===== config.mk =====
export PLATFORM = sky130hd
export DESIGN_NAME = acc_conv_ctrl
export DESIGN_NICKNAME = d
export VERILOG_FILES = /design/src/hw/acc_pkg.sv /design/src/hw/acc_conv_ctrl.sv
export SDC_FILE = /design/constraint.sdc
export NUM_CORES = 1
export LEC_CHECK = 0
export BUFFER_PORTS_ARGS = -buffer_cell sky130_fd_sc_hd__buf_4
export CORE_ASPECT_RATIO = 0.75
export CORE_UTILIZATION = 50
export CTS_CLUSTER_DIAMETER = 60
export DETAILED_ROUTE_END_ITERATION = 8
export PLACE_DENSITY = 0.74
export RECOVER_POWER = 100
export SYNTH_ARGS = -nofsm -noshare
export SYNTH_HDL_FRONTEND = slang
export SYNTH_SLANG_ARGS = --single-unit

===== constraint.sdc =====
create_clock -name sys_clk -period 2 [get_ports sys_clk]
set_clock_uncertainty 0.1 [all_clocks]
set_input_delay 0.2 -clock sys_clk [delete_from_list [all_inputs] [get_ports sys_clk]]
set_output_delay 0.2 -clock sys_clk [all_outputs]
set_load 0.02 [all_outputs]

===== src/hw/acc_pkg.sv =====
// Constants for the parallel-bus converter conversion control.
// Assumes a single 250 MHz system clock and active-low async reset.
package acc_pkg;

	// System clock period in picoseconds
	localparam int unsigned ACC_CLK_PERIOD_PS = 4000;
	// Longest conversion time, in nanoseconds
	localparam int unsigned ACC_CONV_TIME_NS = 6000;
	// Longest time rounds down to whole cycles
	localparam int unsigned ACC_CONV_CYCLES = (ACC_CONV_TIME_NS * 1000) / ACC_CLK_PERIOD_PS;
	// Result word width
	localparam int unsigned ACC_DATA_W = 10;
	// Successive-approximation steps, one per result bit
	localparam int unsigned ACC_SAR_STEPS = 10;
	// Result latch reset value
	localparam logic [9:0] ACC_RESULT_RST = 10'h000;

	// Converter sequencing states
	typedef enum logic [1:0] {
		ACC_TRACK = 2'b00,
		ACC_HOLD = 2'b01,
		ACC_DONE = 2'b10
	} acc_state_type;

endpackage : acc_pkg


===== src/hw/acc_conv_ctrl.sv =====
// Conversion sequencing for a parallel-bus converter mapped as external memory.
// Assumes host strobes arrive asynchronously; sample data from the analog core is synchronous.
// Function
// - Strobes ignored unless chip select low
// - Track from flag fall until next start
// - Write strobe rising edge starts hold, conversion
// - Conversion self-timed from clock
// - Latch result, then drive flag low
// - Read clears flag, drives result out
// - Internally paced conversion completes within 6 us
// - Release data bus after read ends
module acc_conv_ctrl
	import acc_pkg::*;
#(
	parameter int unsigned STEP_CYCLES = 100 // Cycles per approximation step
) (
	input wire logic sys_clk,
	input wire logic rst_n,
	input wire logic chip_sel_n,
	input wire logic write_n,
	input wire logic read_n,
	input wire logic external_clock_in,
	input wire logic use_ext_clock,
	input wire logic [ACC_DATA_W-1:0] sample_code,
	output logic [ACC_DATA_W-1:0] result_data_bus_o,
	output logic [ACC_DATA_W-1:0] result_data_bus_oe,
	output logic conv_done_n,
	output logic hold_mode
);

	// Ten steps must fit inside the longest conversion time; refused at elaboration
	// The 16-bit step timer never needs to count past this budget either
	if (STEP_CYCLES < 1 || STEP_CYCLES * ACC_SAR_STEPS > ACC_CONV_CYCLES) begin : g_bad_step
		$error("STEP_CYCLES out of range");
	end

	////////////////////////////////////////////////////////////////////////////
	// Pin synchronisers: two flops before any logic reads a pin
	logic [3:0] pin_meta_q; // First stage, read only by second
	logic [3:0] pin_sync_q; // cs, wr, rd, ext clock
	logic [3:0] pin_prev_q; // For edge detection
	logic ext_sel_meta_q;
	logic ext_sel_q;

	// Register the pins
	// Idle-high reset values keep a false strobe edge from following reset
	always_ff @(posedge sys_clk or negedge rst_n) begin
		if (!rst_n) begin
			pin_meta_q <= 4'hF;
			pin_sync_q <= 4'hF;
			pin_prev_q <= 4'hF;
			ext_sel_meta_q <= 1'b0;
			ext_sel_q <= 1'b0;
		end else begin
			pin_meta_q <= {external_clock_in, read_n, write_n, chip_sel_n};
			pin_sync_q <= pin_meta_q;
			pin_prev_q <= pin_sync_q;
			ext_sel_meta_q <= use_ext_clock;
			ext_sel_q <= ext_sel_meta_q;
		end
	end

	logic cs_low;
	logic wr_rise;
	logic rd_active;
	logic ext_tick;
	assign cs_low = !pin_sync_q[0];
	// Write edge counts only with chip select low
	assign wr_rise = cs_low && pin_sync_q[1] && !pin_prev_q[1];
	assign rd_active = cs_low && !pin_sync_q[2];
	assign ext_tick = pin_sync_q[3] && !pin_prev_q[3];

	////////////////////////////////////////////////////////////////////////////
	// Conversion sequencer
	acc_state_type state_q, state_d;
	logic [15:0] tick_q, tick_d; // Internal step timer
	logic [3:0] step_q, step_d; // Approximation steps done
	logic [ACC_DATA_W-1:0] result_q, result_d;
	logic done_n_q, done_n_d;
	logic [ACC_DATA_W-1:0] dout_q, dout_d;
	logic [ACC_DATA_W-1:0] oe_q, oe_d;
	logic step_tick;
	logic hold_q, hold_d; // Registered hold indication, drives the pin directly

	// Step pacing: external clock edge or internal divider
	// External pacing relies on the host keeping each level at least four cycles
	assign step_tick = ext_sel_q ? ext_tick : (tick_q == 16'(STEP_CYCLES - 1));

	// Next-state logic
	always_comb begin
		state_d = state_q;
		tick_d = tick_q;
		step_d = step_q;
		result_d = result_q;
		done_n_d = done_n_q;
		dout_d = dout_q;
		oe_d = 10'h000;
		case (state_q)
			ACC_TRACK: begin
				// Sampling until a selected write completes
				if (wr_rise) begin
					state_d = ACC_HOLD;
					tick_d = 16'h0000;
					step_d = 4'h0;
				end
			end
			ACC_HOLD: begin
				// Self-timed; no host action needed
				tick_d = step_tick ? 16'h0000 : tick_q + 16'h0001;
				if (step_tick) begin
					step_d = step_q + 4'h1;
					if (step_q == 4'(ACC_SAR_STEPS - 1)) begin
						result_d = sample_code;
						state_d = ACC_DONE;
					end
				end
			end
			ACC_DONE: begin
				// Flag falls one cycle after the latch loads
				done_n_d = 1'b0;
				state_d = ACC_TRACK;
			end
			default: begin
				state_d = ACC_TRACK;
			end
		endcase
		// Selected read clears flag and drives latch
		// Read wins over a flag set in the same cycle; the data is already on the bus
		if (rd_active) begin
			done_n_d = 1'b1;
			dout_d = result_q;
			oe_d = 10'h3FF;
		end
		// Outside a read the bus floats
		// Hold follows the next state so the pin needs no decode after the flop
		hold_d = (state_d != ACC_TRACK);
	end

	// Register the sequencer
	always_ff @(posedge sys_clk or negedge rst_n) begin
		if (!rst_n) begin
			state_q <= ACC_TRACK;
			tick_q <= 16'h0000;
			step_q <= 4'h0;
			result_q <= ACC_RESULT_RST;
			done_n_q <= 1'b1;
			dout_q <= 10'h000;
			oe_q <= 10'h000;
			hold_q <= 1'b0;
		end else begin
			state_q <= state_d;
			tick_q <= tick_d;
			step_q <= step_d;
			result_q <= result_d;
			done_n_q <= done_n_d;
			dout_q <= dout_d;
			oe_q <= oe_d;
			hold_q <= hold_d;
		end
	end

	assign result_data_bus_o = dout_q;
	assign result_data_bus_oe = oe_q;
	assign conv_done_n = done_n_q;
	assign hold_mode = hold_q;

	////////////////////////////////////////////////////////////////////////////
	// Checks
	// A counter stands in for a long repetition, which the tools would unroll
	logic [15:0] hold_cnt_q, hold_cnt_d; // Cycles spent in hold

	// Count hold cycles, clear outside hold
	always_comb begin
		hold_cnt_d = (state_q == ACC_HOLD) ? hold_cnt_q + 16'h0001 : 16'h0000;
	end

	// Register the hold counter
	always_ff @(posedge sys_clk or negedge rst_n) begin
		if (!rst_n) begin
			hold_cnt_q <= 16'h0000;
		end else begin
			hold_cnt_q <= hold_cnt_d;
		end
	end

	// Properties watch registered state in the one clock domain

	cs_gates_bus_a: assert property (@(posedge sys_clk) disable iff (!rst_n)
		!$past(rd_active) |-> result_data_bus_oe == 10'h000)
		else $error("Bus driven without selected read");
	start_on_write_a: assert property (@(posedge sys_clk) disable iff (!rst_n)
		(state_q == ACC_TRACK && wr_rise) |=> state_q == ACC_HOLD)
		else $error("Selected write did not start conversion");
	track_stays_a: assert property (@(posedge sys_clk) disable iff (!rst_n)
		(state_q == ACC_TRACK && !wr_rise) |=> state_q == ACC_TRACK)
		else $error("Left track without write");
	conv_bound_a: assert property (@(posedge sys_clk) disable iff (!rst_n)
		hold_cnt_q <= 16'(ACC_CONV_CYCLES))
		else $error("Conversion too long");
	latch_then_flag_a: assert property (@(posedge sys_clk) disable iff (!rst_n)
		$fell(conv_done_n) |-> $past(state_q) == ACC_DONE && result_q == $past(result_q))
		else $error("Flag fell without latched result");
	read_clears_a: assert property (@(posedge sys_clk) disable iff (!rst_n)
		rd_active |=> conv_done_n && result_data_bus_o == $past(result_q) && result_data_bus_oe == 10'h3FF)
		else $error("Read did not clear flag or drive data");
	release_bus_a: assert property (@(posedge sys_clk) disable iff (!rst_n)
		$fell(rd_active) |=> result_data_bus_oe == 10'h000)
		else $error("Bus not released after read");
	self_timed_a: assert property (@(posedge sys_clk) disable iff (!rst_n)
		(state_q == ACC_HOLD && !ext_sel_q) |-> ##[1:1000] state_q != ACC_HOLD)
		else $error("Internal conversion stalled");
	flag_stands_a: assert property (@(posedge sys_clk) disable iff (!rst_n)
		(!conv_done_n && !rd_active) |=> !conv_done_n)
		else $error("Flag rose without selected read");
	ext_paced_a: assert property (@(posedge sys_clk) disable iff (!rst_n)
		(state_q == ACC_HOLD && ext_sel_q && !ext_tick) |=> step_q == $past(step_q))
		else $error("Step advanced without external clock edge");
	latch_load_a: assert property (@(posedge sys_clk) disable iff (!rst_n)
		(state_q == ACC_DONE) |-> result_q == $past(sample_code))
		else $error("Result latch not loaded from core code");

endmodule : acc_conv_ctrl


# Word level (Yosys, flattened, before mapping)
# Cells that the tools add are included.
word_totals:
  ff_bits: 68
  inputBits: 17
  out_inout_bits: 22
  elab_cells: 50
op_classes:
  addsub: 2
  eq_ne: 6
  n_mux: 14
  reduce_logical: 15
ops:
  columns: ["operator", "n"]
  rows:
  - ["$mux W16", 2]
  - ["$pmux W16 S2", 1]
  - ["$add A16 B1 Y16 const B", 1]
  - ["$eq A16 B7 Y1 const B", 1]
  - ["$mux W10", 1]
  - ["$mux W4", 2]
  - ["$pmux W4 S2", 1]
  - ["$mux W2", 3]
  - ["$reduce_and A3 Y1", 2]
  - ["$reduce_bool A2 Y1", 3]
  - ["$add A4 B1 Y4 const B", 1]
  - ["$eq A4 B4 Y1 const B", 1]
  - ["$logic_and A1 B1 Y1", 4]
  - ["$logic_not A1 Y1", 4]
  - ["$ne A2 B2 Y1 const B", 2]
  - ["$pmux W2 S2", 1]
  - ["$mux W1", 3]
  - ["$eq A2 B1 Y1 const B", 1]
  - ["$eq A2 B2 Y1 const B", 1]
  - ["$logic_not A2 Y1", 1]
  - ["$reduce_and A2 Y1", 1]

# Logic depth before layout (Yosys ltp)
logic_depth:
  ltp_word: 6
  depth_mapped: 7
  mapped_depth_nobuf: 6

# Worst setup path before layout
# OpenSTA, ideal clock, no wires.
synth_path:
  path_type: "register to register"
  start: "register tick_q[0]"
  end: "register result_q[1]"
  setup_time_ps: 125
  arrival_ps: 1744
  t_required_ps: 1775
  path_slack_ps: 31
  path_stages_with_launch: 8
  n_path_buf: 1
  period_less_slack_ps: 1969
  path_cell_list: "dfrtp_1 ha_1 and4b_1 and4_4 o21ai_4 nor2_4 buf_6 mux2_4"
synth_between:
  elab_chain_cells: 3
synth_rtl:
  columns: ["element", "line_no", "rtl"]
  rows:
  - ["from (decl)", "acc_conv_ctrl.sv:76", "logic [15:0] tick_q, tick_d;"]
  - ["from (signal assigned)", "acc_conv_ctrl.sv:152", "tick_q <= tick_d;"]
  - ["$eq A16 B7 Y1", "acc_conv_ctrl.sv:87", "assign step_tick = ext_sel_q ? ext_tick : (tick_q == 16'(STEP_CYCLES - 1));"]
  - ["$mux W1", "acc_conv_ctrl.sv:87", null]
  - ["$reduce_and A3 Y1 (no line)", null, null]
  - ["to (signal assigned)", "acc_conv_ctrl.sv:154", "result_q <= result_d;"]
  - ["to (decl)", "acc_conv_ctrl.sv:78", "logic [ACC_DATA_W-1:0] result_q, result_d;"]
# No other way between the ends.
# A chain may end at the register's enable or synchronous reset.

# Worst setup path after layout
layout_path:
  start: "register tick_q[14]"
  end: "register result_q[4]"
# The elaborated chain is that of the path after synthesis.

==> results_dict.tcl <==
set metrics [dict create \
    fp.dieW_um 84.00 \
    avgViaCountPerCell 5.504 \
    synth.largest_area_cell "dfrtp_1" \
    finalSetupViolCount 3 \
    final.period_utilization_pct 100.4 \
    row_count 21 \
    clk_pin_slew_worst_paths_ns 0.06 \
    grt_usage_pct 23.45 \
    cp.required_ns 2.12 \
    drt_iter0_markers 139 \
    critPathMaxStageDelay_ns 0.42 \
    cts_tree "built" \
    grt_pass1_vias 1878 \
    ys_warn_count 0 \
    p_int_mw 2.373 \
    worst_pin_slew_ns 1.344 \
    p_clk_share_pct 42.8 \
    share_comb_of_total_power_pct 16.2 \
    antenna_found_initial 0 \
    nFillCells 332 \
    crit_path_start "tick_q[14]$_DFFE_PN0P_" \
    synth_area_mm2 0.002521 \
    gp_congestion 0.8104 \
    start_kind "flip-flop" \
    whs_ns 0.2485 \
    fmax_mhz 497.8 \
    p_seq_share_pct 41.0 \
    crit_arrival_ns 2.13 \
    die-area_mm2 0.005333 \
    slew_headroom_pct 10.39 \
    synth_fp_nets 224 \
    hold_start "ext_sel_meta_q$_DFF_PN0_" \
    worstReg2RegStart "tick_q[14]$_DFFE_PN0P_" \
    switchingPower_uw 798.6 \
    finish.utilization_pct 71.00 \
    wl_per_cell_um 16.01 \
    status "complete, but fails checks" \
    swShare_pct 25.18 \
    dp_hpwl_um 3538 \
    synth_seq_cells 57 \
    path_buf_inv 1 \
    vdd_drop_max_v 0.0005766 \
    hp-class "reg -> reg" \
    critPathTopFamily "simple AND/OR/NAND/NOR gates" \
    htree_levels 3 \
    nets 297 \
    syn_inst 204 \
    hold_viol_final 0 \
    synth_top_cell_area_share_pct 45.66 \
    finalWirelength_um 5429 \
    area.growth.synth_to_final_pct 30.97 \
    postRouteAntennaNets 0 \
    num_vias 1866 \
    crit_type "reg -> reg" \
    cts_made_buffers 9 \
    drc 6 \
    worstPathCellList "nor4_4 > and4_4 > o21ai_4 > nor2_4 > buf_12 > mux2_4" \
    p_leak_nw 1.543 \
    timing.final.crit_period_ns 2.009 \
    fp.dieH_um 63.50 \
    drtPass1Iterations 6 \
    violations "DRC, setup timing" \
    grt_max_degree 58 \
    cp_max_fo 10 \
    pwr_density_cell_mw_per_mm2 960.5 \
    synth_cell_type_count 44 \
    multi_input_area_um2 979.7 \
    grt_pass1_wl_um 9335 \
    overflow 0 \
    grt_setup_unrepaired "true" \
    antenna_cells 0 \
    slew_viol_final 0 \
    ios 39 \
    seq_area_frac_synth_pct 57.12 \
    dpl_cell_area_mm2 0.002943 \
    clock-sinks 57 \
    cts_root_buffer "clkbuf_8" \
    drv_cap 0 \
    drive_above_1_share_pct 31.91 \
    synth_top_cells_by_area "dfrtp_1, dfstp_2, mux2_4" \
    core_mm2 0.004651 \
    synth_area_per_cell_um2 12.36 \
    ff_latch_area_mm2 0.001440 \
    critPathCaptureType "flip-flop" \
    clk_latency_ns 0.34 \
    io_buffers 38 \
    layout_setup_ws_ns -0.008727 \
    cpMaxStageDelayCell "dfrtp_1" \
    stdcell_area_mm2 0.003302 \
    start_util_pct 54.21 \
    cts.path.max_buffers 2 \
]
## power by group through the flow
stage | combinational [mW] | clock [mW] | sequential, mW
6_report | 0.513 | 1.36 | 1.30
5_1_grt | 0.572 | 1.42 | 1.31
4_1_cts | 0.522 | 1.38 | 1.30
3_5_place_dp | 0.490 | 0 | 1.32
3_3_place_gp | 0.473 | 0 | 1.31
2_1_floorplan | 0.244 | 0 | 1.33
## kinds of logic (layout without fill, tap and decap cells)
group / count (synthesis) / after routing / synth area share [%]
and+or+nand+nor: 59 / 59 / 14.39
adders and majority gates: 3 / 3 / 1.489
DFF: 57 / 57 / 57.12
muxes: 21 / 21 / 10.67
buffers and inverters: 19 / 97 / 4.912
xor gates and xnor gates: 1 / 1 / 0.3475
AOI/OAI and AO/OA: 44 / 44 / 11.07
## metrics by stage
stage	total power, mW	TNS [ns]	cells	setup slack (ns)
4_1_cts	3.202	0	338	0.03510
6_report	3.171	-0.01811	339	-0.008727
2_1_floorplan	1.578	0	204	0.03061
3_3_place_gp	1.787	0	306	0.03397
3_5_place_dp	1.808	-0.04524	306	-0.01251
5_1_grt	3.306	-0.4784	339	-0.06395
## final cells by class
cell class                 instances  area share (%)
sequential                        57           43.61
multi-input combinational        128           29.67
timing repair buffer              76           16.29
clock buffer                      12           4.699
clock inverter                     4           2.994
tap                               57           2.160
inverter                           5          0.5684
## sequential cells by signal (all words and copies together) (netlist names)
name,cells
tick_q,16
result_data_bus_o,10
result_q,10
pin_meta_q,4
pin_sync_q,4
step_q,4
pin_prev_q,2
state_q,2
conv_done_n,1
ext_sel_meta_q,1
ext_sel_q,1
hold_mode,1
result_data_bus_oe,1
## layer usage
metal | routed length (µm) | GRT usage (%) | part of all wire [%]
met1 | 2569 | 31.81 | 47
met2 | 2472 | 35.35 | 46
met3 | 296 | 7.339 | 5.5
met4 | 91 | 9.052 | 1.7
met5 | 0 | 0 | 0
## path summary, 6_finish.rpt
kind	to	slack (ns)	cells after the start
setup / recovery	result_q[4]$_DFFE_PN0P_	-0.009	6
hold / removal	ext_sel_q$_DFF_PN0_	0.25	0
setup reg to reg	result_q[4]$_DFFE_PN0P_	-0.009	6
hold reg to reg	ext_sel_q$_DFF_PN0_	0.25	0
max in group asynchronous	step_q[0]$_DFFE_PN0P_	0.38	2
min in group asynchronous	tick_q[2]$_DFFE_PN0P_	0.61	2
## cell usage after synthesis (all sizes together)
| master | count |
|---|---|
| mux2 | 20 |
| dfstp | 11 |
| clkbuf | 1 |
| o22a | 1 |
| clkinv | 1 |
| and2b | 1 |
| inv | 4 |
| a21o | 5 |
| nand2 | 11 |
| nor3 | 3 |
| nor4 | 4 |
| nand2b | 1 |
| and3b | 1 |
| xnor2 | 1 |
| buf | 13 |
| mux2i | 1 |
| a21boi | 1 |
| nor2b | 1 |
| a21oi | 7 |
| nand3 | 8 |
| nor2 | 11 |
| and4 | 3 |
| a31oi | 8 |
| nand3b | 2 |
| ha | 3 |
| and2 | 1 |
| o21ai | 17 |
| or3 | 3 |
| and4b | 1 |
| a41oi | 1 |
| and3 | 3 |
| nand4 | 5 |
| dfrtp | 46 |
| a22o | 4 |
## cells in the final DEF (no fill, tap or decap), drive strengths merged, types with 5 or more instances in the layout
master       count
inv              5
dfstp           11
a31oi            8
dlygate4sd3     16
buf             32
a21oi            7
nand4            5
mux2            20
clkbuf          40
a21o             5
nand3            8
nor2            11
o21ai           17
dfrtp           46
nand2           11
## timing repair
action	4_1_cts	5_1_grt
setup endpoints to repair	9	14
gates resized for setup	1	3
hold buffers	16	0
pin swaps	0	2
buffers inserted	0	1
hold endpoints to repair	61	0
Power figures use the tool's default switching activity.
